**src/sscf_defs.svh**
```systemverilog
`ifndef SSCF_DEFS_SVH
`define SSCF_DEFS_SVH

// ----------------------------------------------------------------
// Timing
// ----------------------------------------------------------------
`define SSCF_CLK_KHZ        10000
`define SSCF_SLOW_MS        30000
`define SSCF_FAST_MS        100
`define SSCF_SLOW_CYCLES    (`SSCF_SLOW_MS * `SSCF_CLK_KHZ)
`define SSCF_FAST_CYCLES    (`SSCF_FAST_MS * `SSCF_CLK_KHZ)

// ----------------------------------------------------------------
// Fault vector bit positions and counter limits
// ----------------------------------------------------------------
`define SSCF_BIT_BATT       0
`define SSCF_BIT_TEMP       1
`define SSCF_BIT_PUMP       2
`define SSCF_LATCH_COUNT    3'h4
`define SSCF_COUNT_RESET    3'h0

`endif

```
**src/sscf_pkg.sv**
```systemverilog
package sscf_pkg;

    // Operating mode as seen by this block
    typedef enum logic [1:0] {
        SSCF_ACTIVE,
        SSCF_SAFE,
        SSCF_LATCH
    } sscf_mode_t;

    // Fault that caused the present SAFE entry
    typedef enum logic [1:0] {
        SSCF_CAUSE_BATT,
        SSCF_CAUSE_TEMP,
        SSCF_CAUSE_PUMP
    } sscf_cause_t;

endpackage

```
**src/sscf_top.sv**
```systemverilog
`timescale 1ns/10ps
`include "sscf_defs.svh"

// Summary of operation
// - Temperature SAFE, supply dip: hold, slow threshold
// - Pump SAFE, supply dip: hold, fast threshold
// - Supply SAFE, overheat: count up, slow, latch
// - Supply SAFE, pump fault: count up, fast, latch
// - Pump SAFE, overheat: hold count, slow threshold
// - Temperature SAFE, pump fault: hold count
// - Return to ACTIVE restarts refresh timer, unless a counted fault arrives in the same cycle
module sscf_top #(
    parameter int unsigned SLOW_CYCLES = `SSCF_SLOW_CYCLES,
    parameter int unsigned FAST_CYCLES = `SSCF_FAST_CYCLES
) (
    input  wire logic                 core_clk,
    input  wire logic                 reset,
    input  wire logic                 battery_supply_uv,
    input  wire logic                 overtemp,
    input  wire logic                 charge_pump_uv,
    input  wire logic                 safe_enter,
    input  wire sscf_pkg::sscf_cause_t safe_cause,
    input  wire logic [2:0]           entry_fault_count,
    input  wire logic                 return_active,
    output sscf_pkg::sscf_mode_t      mode_q,
    output sscf_pkg::sscf_cause_t     cause_q,
    output logic [2:0]                fault_count_q,
    output logic                      thresh_fast_q,
    output logic                      timer_restart_q,
    output logic                      timer_running_q,
    output logic                      refresh_expired_q
);

    // ----------------------------------------------------------------
    // Fault input synchronisers and rising-edge events
    // ----------------------------------------------------------------
    logic [2:0]  fault_raw;
    logic [2:0]  sync1_q;
    logic [2:0]  sync2_q;
    logic [2:0]  prev_q;
    logic [2:0]  ev;
    logic        ev_batt;
    logic        ev_temp;
    logic        ev_pump;
    logic [31:0] timer_cnt_q;
    logic [31:0] limit;
    logic [2:0]  count_inc;
    logic        in_safe;
    logic        bump;

    assign fault_raw[`SSCF_BIT_BATT] = battery_supply_uv;
    assign fault_raw[`SSCF_BIT_TEMP] = overtemp;
    assign fault_raw[`SSCF_BIT_PUMP] = charge_pump_uv;

    // Detectors run off their own references, so treat them as async
    genvar g;
    generate
        for (g = 0; g < 3; g++) begin : g_sync
            always_ff @(posedge core_clk or posedge reset) begin
                if (reset) begin
                    sync1_q[g] <= 1'b0;
                    sync2_q[g] <= 1'b0;
                    prev_q[g]  <= 1'b0;
                end else begin
                    sync1_q[g] <= fault_raw[g];
                    sync2_q[g] <= sync1_q[g];
                    prev_q[g]  <= sync2_q[g];
                end
            end
            assign ev[g] = sync2_q[g] & ~prev_q[g];
        end
    endgenerate

    assign ev_batt = ev[`SSCF_BIT_BATT];
    assign ev_temp = ev[`SSCF_BIT_TEMP];
    assign ev_pump = ev[`SSCF_BIT_PUMP];
    assign in_safe = (mode_q == sscf_pkg::SSCF_SAFE);

    // ----------------------------------------------------------------
    // Decoding of SAFE-state fault events
    // ----------------------------------------------------------------

    // Only a supply-caused SAFE counts a new temperature or pump fault
    function automatic logic count_event(
        input sscf_pkg::sscf_cause_t c,
        input logic [2:0]            e
    );
        count_event = (c == sscf_pkg::SSCF_CAUSE_BATT) &&
                      (e[`SSCF_BIT_TEMP] || e[`SSCF_BIT_PUMP]);
    endfunction

    // Threshold after an event; overheat always forces the slow one
    function automatic logic fast_after(
        input sscf_pkg::sscf_cause_t c,
        input logic [2:0]            e,
        input logic                  cur
    );
        fast_after = cur;
        unique case (c)
            sscf_pkg::SSCF_CAUSE_BATT: begin
                if (e[`SSCF_BIT_TEMP])
                    fast_after = 1'b0;
                else if (e[`SSCF_BIT_PUMP])
                    fast_after = 1'b1;
            end
            sscf_pkg::SSCF_CAUSE_TEMP: begin
                if (e[`SSCF_BIT_BATT] || e[`SSCF_BIT_PUMP])
                    fast_after = 1'b0;
            end
            sscf_pkg::SSCF_CAUSE_PUMP: begin
                if (e[`SSCF_BIT_TEMP])
                    fast_after = 1'b0;
                else if (e[`SSCF_BIT_BATT])
                    fast_after = 1'b1;
            end
            default: fast_after = cur;
        endcase
    endfunction

    assign bump      = in_safe && count_event(cause_q, ev);
    assign count_inc = fault_count_q + 3'h1;

    // ----------------------------------------------------------------
    // Mode and cause
    // ----------------------------------------------------------------

    // Latch is left only by reset, as the part must stay off then
    always_ff @(posedge core_clk or posedge reset) begin
        if (reset) begin
            mode_q  <= sscf_pkg::SSCF_ACTIVE;
            cause_q <= sscf_pkg::SSCF_CAUSE_BATT;
        end else begin
            unique case (mode_q)
                sscf_pkg::SSCF_ACTIVE: begin
                    if (safe_enter) begin
                        mode_q  <= sscf_pkg::SSCF_SAFE;
                        cause_q <= safe_cause;
                    end
                end
                sscf_pkg::SSCF_SAFE: begin
                    if (bump && count_inc >= `SSCF_LATCH_COUNT)
                        mode_q <= sscf_pkg::SSCF_LATCH;
                    else if (return_active)
                        mode_q <= sscf_pkg::SSCF_ACTIVE;
                end
                sscf_pkg::SSCF_LATCH: begin
                    mode_q <= sscf_pkg::SSCF_LATCH;
                end
                default: mode_q <= sscf_pkg::SSCF_LATCH;
            endcase
        end
    end

    // ----------------------------------------------------------------
    // Fault count
    // ----------------------------------------------------------------

    // Entry count comes from the ACTIVE-state logic outside
    always_ff @(posedge core_clk or posedge reset) begin
        if (reset) begin
            fault_count_q <= `SSCF_COUNT_RESET;
        end else if (mode_q == sscf_pkg::SSCF_ACTIVE && safe_enter) begin
            fault_count_q <= entry_fault_count;
        end else if (bump) begin
            fault_count_q <= count_inc;
        end
    end

    // ----------------------------------------------------------------
    // Refresh threshold select
    // ----------------------------------------------------------------

    // Entry threshold follows the cause; supply dip keeps the default
    always_ff @(posedge core_clk or posedge reset) begin
        if (reset) begin
            thresh_fast_q <= 1'b0;
        end else if (mode_q == sscf_pkg::SSCF_ACTIVE && safe_enter) begin
            thresh_fast_q <= (safe_cause == sscf_pkg::SSCF_CAUSE_PUMP);
        end else if (in_safe) begin
            thresh_fast_q <= fast_after(cause_q, ev, thresh_fast_q);
        end
    end

    // ----------------------------------------------------------------
    // Fault count refresh timer
    // ----------------------------------------------------------------
    assign limit = thresh_fast_q ? FAST_CYCLES : SLOW_CYCLES;

    // Restart from zero on a return to ACTIVE, unless a counted fault (bump) arrives in the same cycle
    always_ff @(posedge core_clk or posedge reset) begin
        if (reset) begin
            timer_cnt_q       <= 32'h0;
            timer_running_q   <= 1'b0;
            timer_restart_q   <= 1'b0;
            refresh_expired_q <= 1'b0;
        end else begin
            timer_restart_q   <= 1'b0;
            refresh_expired_q <= 1'b0;
            if (in_safe && return_active && !bump) begin
                timer_cnt_q     <= 32'h0;
                timer_running_q <= 1'b1;
                timer_restart_q <= 1'b1;
            end else if (mode_q != sscf_pkg::SSCF_ACTIVE) begin
                timer_running_q <= 1'b0;
            end else if (timer_running_q) begin
                if (timer_cnt_q >= limit - 32'h1) begin
                    timer_running_q   <= 1'b0;
                    refresh_expired_q <= 1'b1;
                end else begin
                    timer_cnt_q <= timer_cnt_q + 32'h1;
                end
            end
        end
    end

    // ----------------------------------------------------------------
    // Checks
    // ----------------------------------------------------------------
    logic safe_batt;
    logic safe_temp;
    logic safe_pump;

    assign safe_batt = in_safe && cause_q == sscf_pkg::SSCF_CAUSE_BATT;
    assign safe_temp = in_safe && cause_q == sscf_pkg::SSCF_CAUSE_TEMP;
    assign safe_pump = in_safe && cause_q == sscf_pkg::SSCF_CAUSE_PUMP;

    property p_temp_batt;
        @(posedge core_clk) disable iff (reset)
        safe_temp && ev_batt && !return_active |=>
            in_safe && !thresh_fast_q && $stable(fault_count_q);
    endproperty
    a_temp_batt: assert property (p_temp_batt)
        else $error("supply dip in temperature SAFE mishandled");

    property p_pump_batt;
        @(posedge core_clk) disable iff (reset)
        safe_pump && ev_batt && !ev_temp && !return_active |=>
            in_safe && thresh_fast_q && $stable(fault_count_q);
    endproperty
    a_pump_batt: assert property (p_pump_batt)
        else $error("supply dip in pump SAFE mishandled");

    property p_batt_temp;
        @(posedge core_clk) disable iff (reset)
        safe_batt && ev_temp |=>
            fault_count_q == 3'($past(fault_count_q) + 3'h1) &&
            !thresh_fast_q;
    endproperty
    a_batt_temp: assert property (p_batt_temp)
        else $error("overheat in supply SAFE not counted");

    property p_batt_latch;
        @(posedge core_clk) disable iff (reset)
        safe_batt && (ev_temp || ev_pump) && fault_count_q == 3'h3 |=>
            mode_q == sscf_pkg::SSCF_LATCH ##1
            mode_q == sscf_pkg::SSCF_LATCH;
    endproperty
    a_batt_latch: assert property (p_batt_latch)
        else $error("fourth fault did not latch");

    property p_batt_pump;
        @(posedge core_clk) disable iff (reset)
        safe_batt && ev_pump && !ev_temp |=>
            fault_count_q == 3'($past(fault_count_q) + 3'h1) &&
            thresh_fast_q;
    endproperty
    a_batt_pump: assert property (p_batt_pump)
        else $error("pump fault in supply SAFE not counted");

    property p_pump_temp;
        @(posedge core_clk) disable iff (reset)
        safe_pump && ev_temp |=> !thresh_fast_q && $stable(fault_count_q);
    endproperty
    a_pump_temp: assert property (p_pump_temp)
        else $error("overheat in pump SAFE mishandled");

    property p_temp_pump;
        @(posedge core_clk) disable iff (reset)
        safe_temp && ev_pump && !return_active |=>
            in_safe && $stable(fault_count_q);
    endproperty
    a_temp_pump: assert property (p_temp_pump)
        else $error("pump fault in temperature SAFE counted");

    property p_restart;
        @(posedge core_clk) disable iff (reset)
        in_safe && return_active && !bump |=>
            timer_restart_q && timer_running_q && timer_cnt_q == 32'h0
            ##1 !timer_restart_q;
    endproperty
    a_restart: assert property (p_restart)
        else $error("refresh timer not restarted on return");

    property p_same_fault;
        @(posedge core_clk) disable iff (reset)
        in_safe && !return_active &&
        ((cause_q == sscf_pkg::SSCF_CAUSE_BATT && ev == 3'h1) ||
         (cause_q == sscf_pkg::SSCF_CAUSE_TEMP && ev == 3'h2) ||
         (cause_q == sscf_pkg::SSCF_CAUSE_PUMP && ev == 3'h4)) |=>
            in_safe && $stable(fault_count_q) && $stable(thresh_fast_q);
    endproperty
    a_same_fault: assert property (p_same_fault)
        else $error("repeat of causing fault changed state");

endmodule

```
**config.mk**
```make
export PLATFORM = sky130hd
export DESIGN_NAME = sscf_top
export DESIGN_NICKNAME = d
export VERILOG_FILES = /design/src/sscf_pkg.sv /design/src/sscf_top.sv
export VERILOG_INCLUDE_DIRS = /design/src
export SDC_FILE = /design/constraint.sdc
export NUM_CORES = 1
export LEC_CHECK = 0
export ABC_CLOCK_PERIOD_IN_PS = 3500
export BUFFER_PORTS_ARGS = -buffer_cell sky130_fd_sc_hd__buf_2
export CAP_MARGIN = 20
export CORE_MARGIN = 2
export CORE_UTILIZATION = 40
export CTS_BUF_LIST = sky130_fd_sc_hd__clkbuf_4
export DETAILED_ROUTE_END_ITERATION = 12
export PLACE_DENSITY = 0.69
export SYNTH_ARGS = -nofsm -noshare
export SYNTH_HDL_FRONTEND = slang
export SYNTH_SLANG_ARGS = --single-unit
```
**constraint.sdc**
```tcl
create_clock -name core_clk -period 3.5 [get_ports core_clk]
set_clock_uncertainty 0.15 [all_clocks]
set_input_delay 0.175 -clock core_clk [delete_from_list [all_inputs] [get_ports core_clk]]
set_output_delay 0.175 -clock core_clk [all_outputs]
set_load 0.01 [all_outputs]
```
After elaboration in Yosys (flattened, before gate mapping)
Index checks and enable logic that the tools add are counted.
{ "totals": {"regBits": 52, "out_inout_bits": 11, "input_bits": 12, "wordCells": 87} }
{ "classes": {"bitwise": 6, "n_eq_ne": 11, "add_sub_neg": 3, "n_lt_le_gt_ge": 2, "n_reduce_logical": 20, "muxes": 28} }
{ "ops": {"columns": ["op", "count"], "rows": [
  ["$mux 32", 4],
  ["$add 32x1->32 const B", 1],
  ["$ge 32x32->1", 1],
  ["$sub 29x1->30 const B", 1],
  ["$mux 29", 1],
  ["$mux 1", 16],
  ["$reduce_bool 2->1", 4],
  ["$logic_and 1x1->1", 6],
  ["$mux 2", 3],
  ["$mux 3", 2],
  ["$ne 2x2->1 const B", 3],
  ["$reduce_and 5->1", 1],
  ["$eq 2x1->1 const B", 2],
  ["$eq 2x2->1 const B", 2],
  ["$logic_not 2->1", 2],
  ["$ne 4x3->1 const B", 1],
  ["$ne 4x4->1 const B", 1],
  ["$pmux 2 s2", 1],
  ["$reduce_and 2->1", 2],
  ["$reduce_bool 4->1", 1],
  ["$add 3x1->3 const B", 1],
  ["$and 1x1->1", 3],
  ["$ge 3x3->1 const B", 1],
  ["$ne 3x2->1 const B", 1],
  ["6 further kinds", 9]
]} }

Depth between registers and ports, before layout
{ "logic_depth": {"word_depth": 9, "mapped_depth": 10, "ltp_nobuf": 8} }

Worst setup path after synthesis
OpenSTA, ideal clock, no wires.
{ "synth_path": {"path_kind": "reg-to-reg", "start": "register thresh_fast_q", "end": "register timer_cnt_q[10]", "path_stages_with_launch": 11, "period_less_slack_ps": 2663, "arrival_time_ps": 2395, "setup_time_ps": 118, "slack_ps": 837, "required_ps": 3232, "path_buffers": 2, "path_cell_list": "dfrtp_1 -> inv_1 -> ha_1 -> a21o_1 -> a221o_1 -> a31oi_4 -> o211a_1 -> buf_6 -> nor2_4 -> buf_4 -> a21o_1"} }
{ "synth_between": {"elab_chain_cells": 5} }
{ "synth_lines": {"columns": ["element", "line_no", "source"], "rows": [
  ["from (decl)", "sscf_top.sv:28", "output logic thresh_fast_q,"],
  ["from (signal assigned)", "sscf_top.sv:178", "thresh_fast_q <= (safe_cause == sscf_pkg::SSCF_CAUSE_PUMP);"],
  ["from (signal assigned)", "sscf_top.sv:180", "thresh_fast_q <= fast_after(cause_q, ev, thresh_fast_q);"],
  ["$mux 29", "sscf_top.sv:187", "assign limit = thresh_fast_q ? FAST_CYCLES : SLOW_CYCLES;"],
  ["$sub 29x1->30", "sscf_top.sv:206", "if (timer_cnt_q >= limit - 32'h1) begin"],
  ["$ge 32x32->1", "sscf_top.sv:206", null],
  ["$ne 2x2->1 (no line)", null, null],
  ["$reduce_and 3->1 (no line)", null, null],
  ["to (signal assigned)", "sscf_top.sv:210", "timer_cnt_q <= timer_cnt_q + 32'h1;"],
  ["to (decl)", "sscf_top.sv:45", "logic [31:0] timer_cnt_q;"]
]} }
No other way between the ends.
A chain may end at the register's enable or synchronous reset.

Worst setup path in the final report
{ "layout_path": {"start": "register thresh_fast_q", "end": "register timer_cnt_q[27]"} }
Same word-level chain as after synthesis.

==> results.sh <==
export IMPL_outcome="complete, no violations"
export IMPL_die_w_um=91.5
export IMPL_wire_per_inst_um=14.5
export IMPL_met1Wirelength_um=3170
export IMPL_drtIter0Drc=145
export IMPL_nets=393
export IMPL_swShare_pct=41.7
export IMPL_grt_pass1_vias=2412
export IMPL_routed_wl_um=6690
export IMPL_clk_latency_ns=0.39
export IMPL_utilization_pct=46.7
export IMPL_crit_top_cell="buf_4"
export IMPL_ff_latch_area_um2=1300
export IMPL_cts_buffers=5
export IMPL_drv_slew=0
export IMPL_areaGrowthSynthToFinish_pct=12.0
export IMPL_cp_required_ns=3.64
export IMPL_synth_edf_count=0
export IMPL_netlist_cell_type_count=47
export IMPL_placementRows=31
export IMPL_setup_viol=0
export IMPL_antenna_found_initial=0
export IMPL_cts_setup_buffers=0
export IMPL_p_seq_share_pct=48.6
export IMPL_pwr_share_comb_pct=35.3
export IMPL_preCtsSetupSlack_ns=0.465
export IMPL_period_share_pct=88.9
export IMPL_dr_max_layer_used="met4"
export IMPL_ant_nets=0
export IMPL_core_area_um2=7330
export IMPL_worstSetupStartpoint="thresh_fast_q"
export IMPL_max_slew_margin_rel_pct=49.8
export IMPL_arrival_ns=3.26
export IMPL_ys_flop_type="dfrtp_1"
export IMPL_ctsResizeCount=0
export IMPL_h_tree_depth=2
export IMPL_intPower_mw=1.08
export IMPL_cp_slowest_stage_delay_ns=0.62
export IMPL_clock_sinks=52
export IMPL_p_leak_nw=1.63
export IMPL_grt_setup_unrepaired="no"
export IMPL_tritoncts="yes"
export IMPL_clkPwrFrac_pct=16.1
export IMPL_dr_wl_met2_um=3160
export IMPL_path_cells="buf_4, ha_1, nand4_1, or4_4, o211ai_2, buf_4, a21oi_1, or2_1"
export IMPL_io_pin_count=23
export IMPL_overflow=0
export IMPL_dr_pass1_iters=5
export IMPL_min_from="safe_enter"
export IMPL_synthesis_area_um2=3060
export IMPL_drc=0
export IMPL_path_clk_slew_ns=0.17
export IMPL_cts_buffer_depth=2
export IMPL_fillers=676
export IMPL_num_vias=2573
export IMPL_die_area_um2=8370
export IMPL_postSynthCellCount=335
export IMPL_viasPerCell=5.56
export IMPL_r2r_start="thresh_fast_q"
export IMPL_grt_max_degree=36
export IMPL_ys_seq_area_share_pct=42.5
export IMPL_grt_pass1_wl_um=11400
export IMPL_tightestPinTransition_ns=0.750
export IMPL_fin_crit_ns=3.11
export IMPL_grt_total_usage_pct=16.7
export IMPL_peakVddDrop_uv=271
export IMPL_wl_met3_um=312
export IMPL_setup_tns_final_ns=0
export IMPL_endpoint_kind="flop"
export IMPL_fmax_mhz=321
export IMPL_syn_nets=365
export IMPL_path_max_fanout=17
export IMPL_power_density_nw_per_um2=541
export IMPL_initial_core_util_pct=41.7
export IMPL_yosys_warnings=0
export IMPL_fin_ws_ns=0.389
export IMPL_clock_root_buffer="clkbuf_4"
export IMPL_hold_viol_final=0
export IMPL_drive_gt1_share_pct=12.4
export IMPL_maxCapViolCount=0
export IMPL_cpMaxStageDelayCell="o211ai_2"
export IMPL_holdBufCountCts=11
export IMPL_critical_path_class="flop to flop"
export IMPL_multi_input_area_um2=1610
export IMPL_p_total_mw=1.85
export IMPL_io_buffers=22
export IMPL_diodes=0
export IMPL_ys_ff_latch=52
export IMPL_startpoint_type="flop"
export IMPL_hold_path_class="input pin to flop"
export IMPL_dp_hpwl_um=4670
export IMPL_async_reset_ff_share_pct=100
export IMPL_place_congestion=0.802
export IMPL_die_h_um=91.5
export IMPL_avgSynthCellArea_um2=9.14
export IMPL_p_sw_uw=773
[routing by layer]
metal	up-vias	GRT usage (%)
li1	1271	-
met1	1238	23.4
met2	60	27.1
met3	4	2.74
met4	0	3.79
met5	-	0
[placed cells by master, fill, tap and decap left out, types with 2 or more instances in the layout]
master	Yosys	final
a21o_1	16	16
a21oi_1	15	15
and2_1	2	2
and3_1	7	7
and4_1	2	2
buf_2	3	22
buf_4	2	6
clkbuf_4	0	5
dfrtp_1	52	52
dlygate4sd3_1	0	11
ha_1	18	18
inv_1	12	11
inv_6	0	2
mux2i_1	7	7
nand2_1	38	38
nand2b_1	4	4
nand3_1	40	40
nand3b_1	3	3
nand4_1	12	12
nor2_1	10	10
nor2b_1	4	4
nor3_1	7	7
nor4_1	3	3
o211ai_1	3	3
o21ai_0	19	19
o31ai_1	4	4
or2_2	3	3
or3_1	11	11
or4_1	3	3
xnor2_1	4	4
[registers in the layout, summed over array words and instances, names as in the netlist]
signal	cells
timer_cnt_q	32
timer_restart_q	1
mode_q	2
prev_q	3
sync1_q	3
fault_count_q	3
refresh_expired_q	1
thresh_fast_q	1
timer_running_q	1
cause_q	2
sync2_q	3
[worst max-delay path: cells and delay by family (launching register included)]
| family | cells | cell delay (ns) |
|---|---|---|
| AOI/OAI and AO/OA | 2 | 0.67 |
| and+or+nand+nor | 3 | 0.92 |
| buffers and inverters | 2 | 0.49 |
| adders and majority gates | 1 | 0.31 |
| DFF | 1 | 0.48 |
[synthesized netlist by cell type (all sizes together), types with 7 or more instances]
library cell	count	area, µm²
a21o	16	120
nand3	40	200
dfrtp	52	1300
and3	7	43.8
a21oi	15	75.1
nand2	38	143
or3	11	68.8
buf	8	63.8
clkbuf	11	42.5
o21ai	19	95.1
nand4	12	75.1
nor2	11	48.8
ha	18	225
nor3	7	35.0
mux2i	7	70.1
inv	12	45.0
[through the flow]
stage,area (µm²),hold slack (ns),instances
2_1_floorplan,3060,0.0564,335
3_3_place_gp,3230,0.133,443
3_5_place_dp,3250,0.0432,444
4_1_cts,3430,0.0798,463
5_1_grt,3430,0.137,463
6_report,3430,0.0940,463
[power by group through the flow]
stage	sequential (mW)	clock, mW	combinational, mW
detailed placement	0.910	0	0.643
global route	0.925	0.333	0.749
floorplan	0.866	0	0.484
finish	0.902	0.299	0.654
CTS	0.899	0.309	0.663
global placement	0.904	0	0.607
[cell type report]
type / instances / area share [%]
Multi-Input combinational cell: 252 / 46.9
Timing Repair Buffer: 40 / 8.32
Sequential cell: 52 / 38.0
Clock buffer: 5 / 1.10
Clock inverter: 3 / 0.767
Inverter: 12 / 1.31
Tap cell: 99 / 3.61
[logic make-up after synthesis]
family / count (synthesis) / synth area share, %
buf+inv: 31 / 4.95
xor+xnor: 4 / 1.14
fa+ha+maj: 18 / 7.36
compound gates: 70 / 15.5
mux: 7 / 2.29
flops: 52 / 42.5
simple gates: 153 / 26.2
[worst paths after layout]
| check | to | slack [ns] | depth (start not counted) |
|---|---|---|---|
| max reg2reg | timer_cnt_q[27] | 0.39 | 8 |
| max in group asynchronous | timer_cnt_q[14] | 2.53 | 4 |
| max | timer_cnt_q[27] | 0.39 | 8 |
| min reg2reg | sync2_q[2] | 0.22 | 0 |
| min in group asynchronous | sync1_q[1] | 0.15 | 3 |
| min | fault_count_q[2] | 0.09 | 5 |
Power figures use the tool's default switching activity.
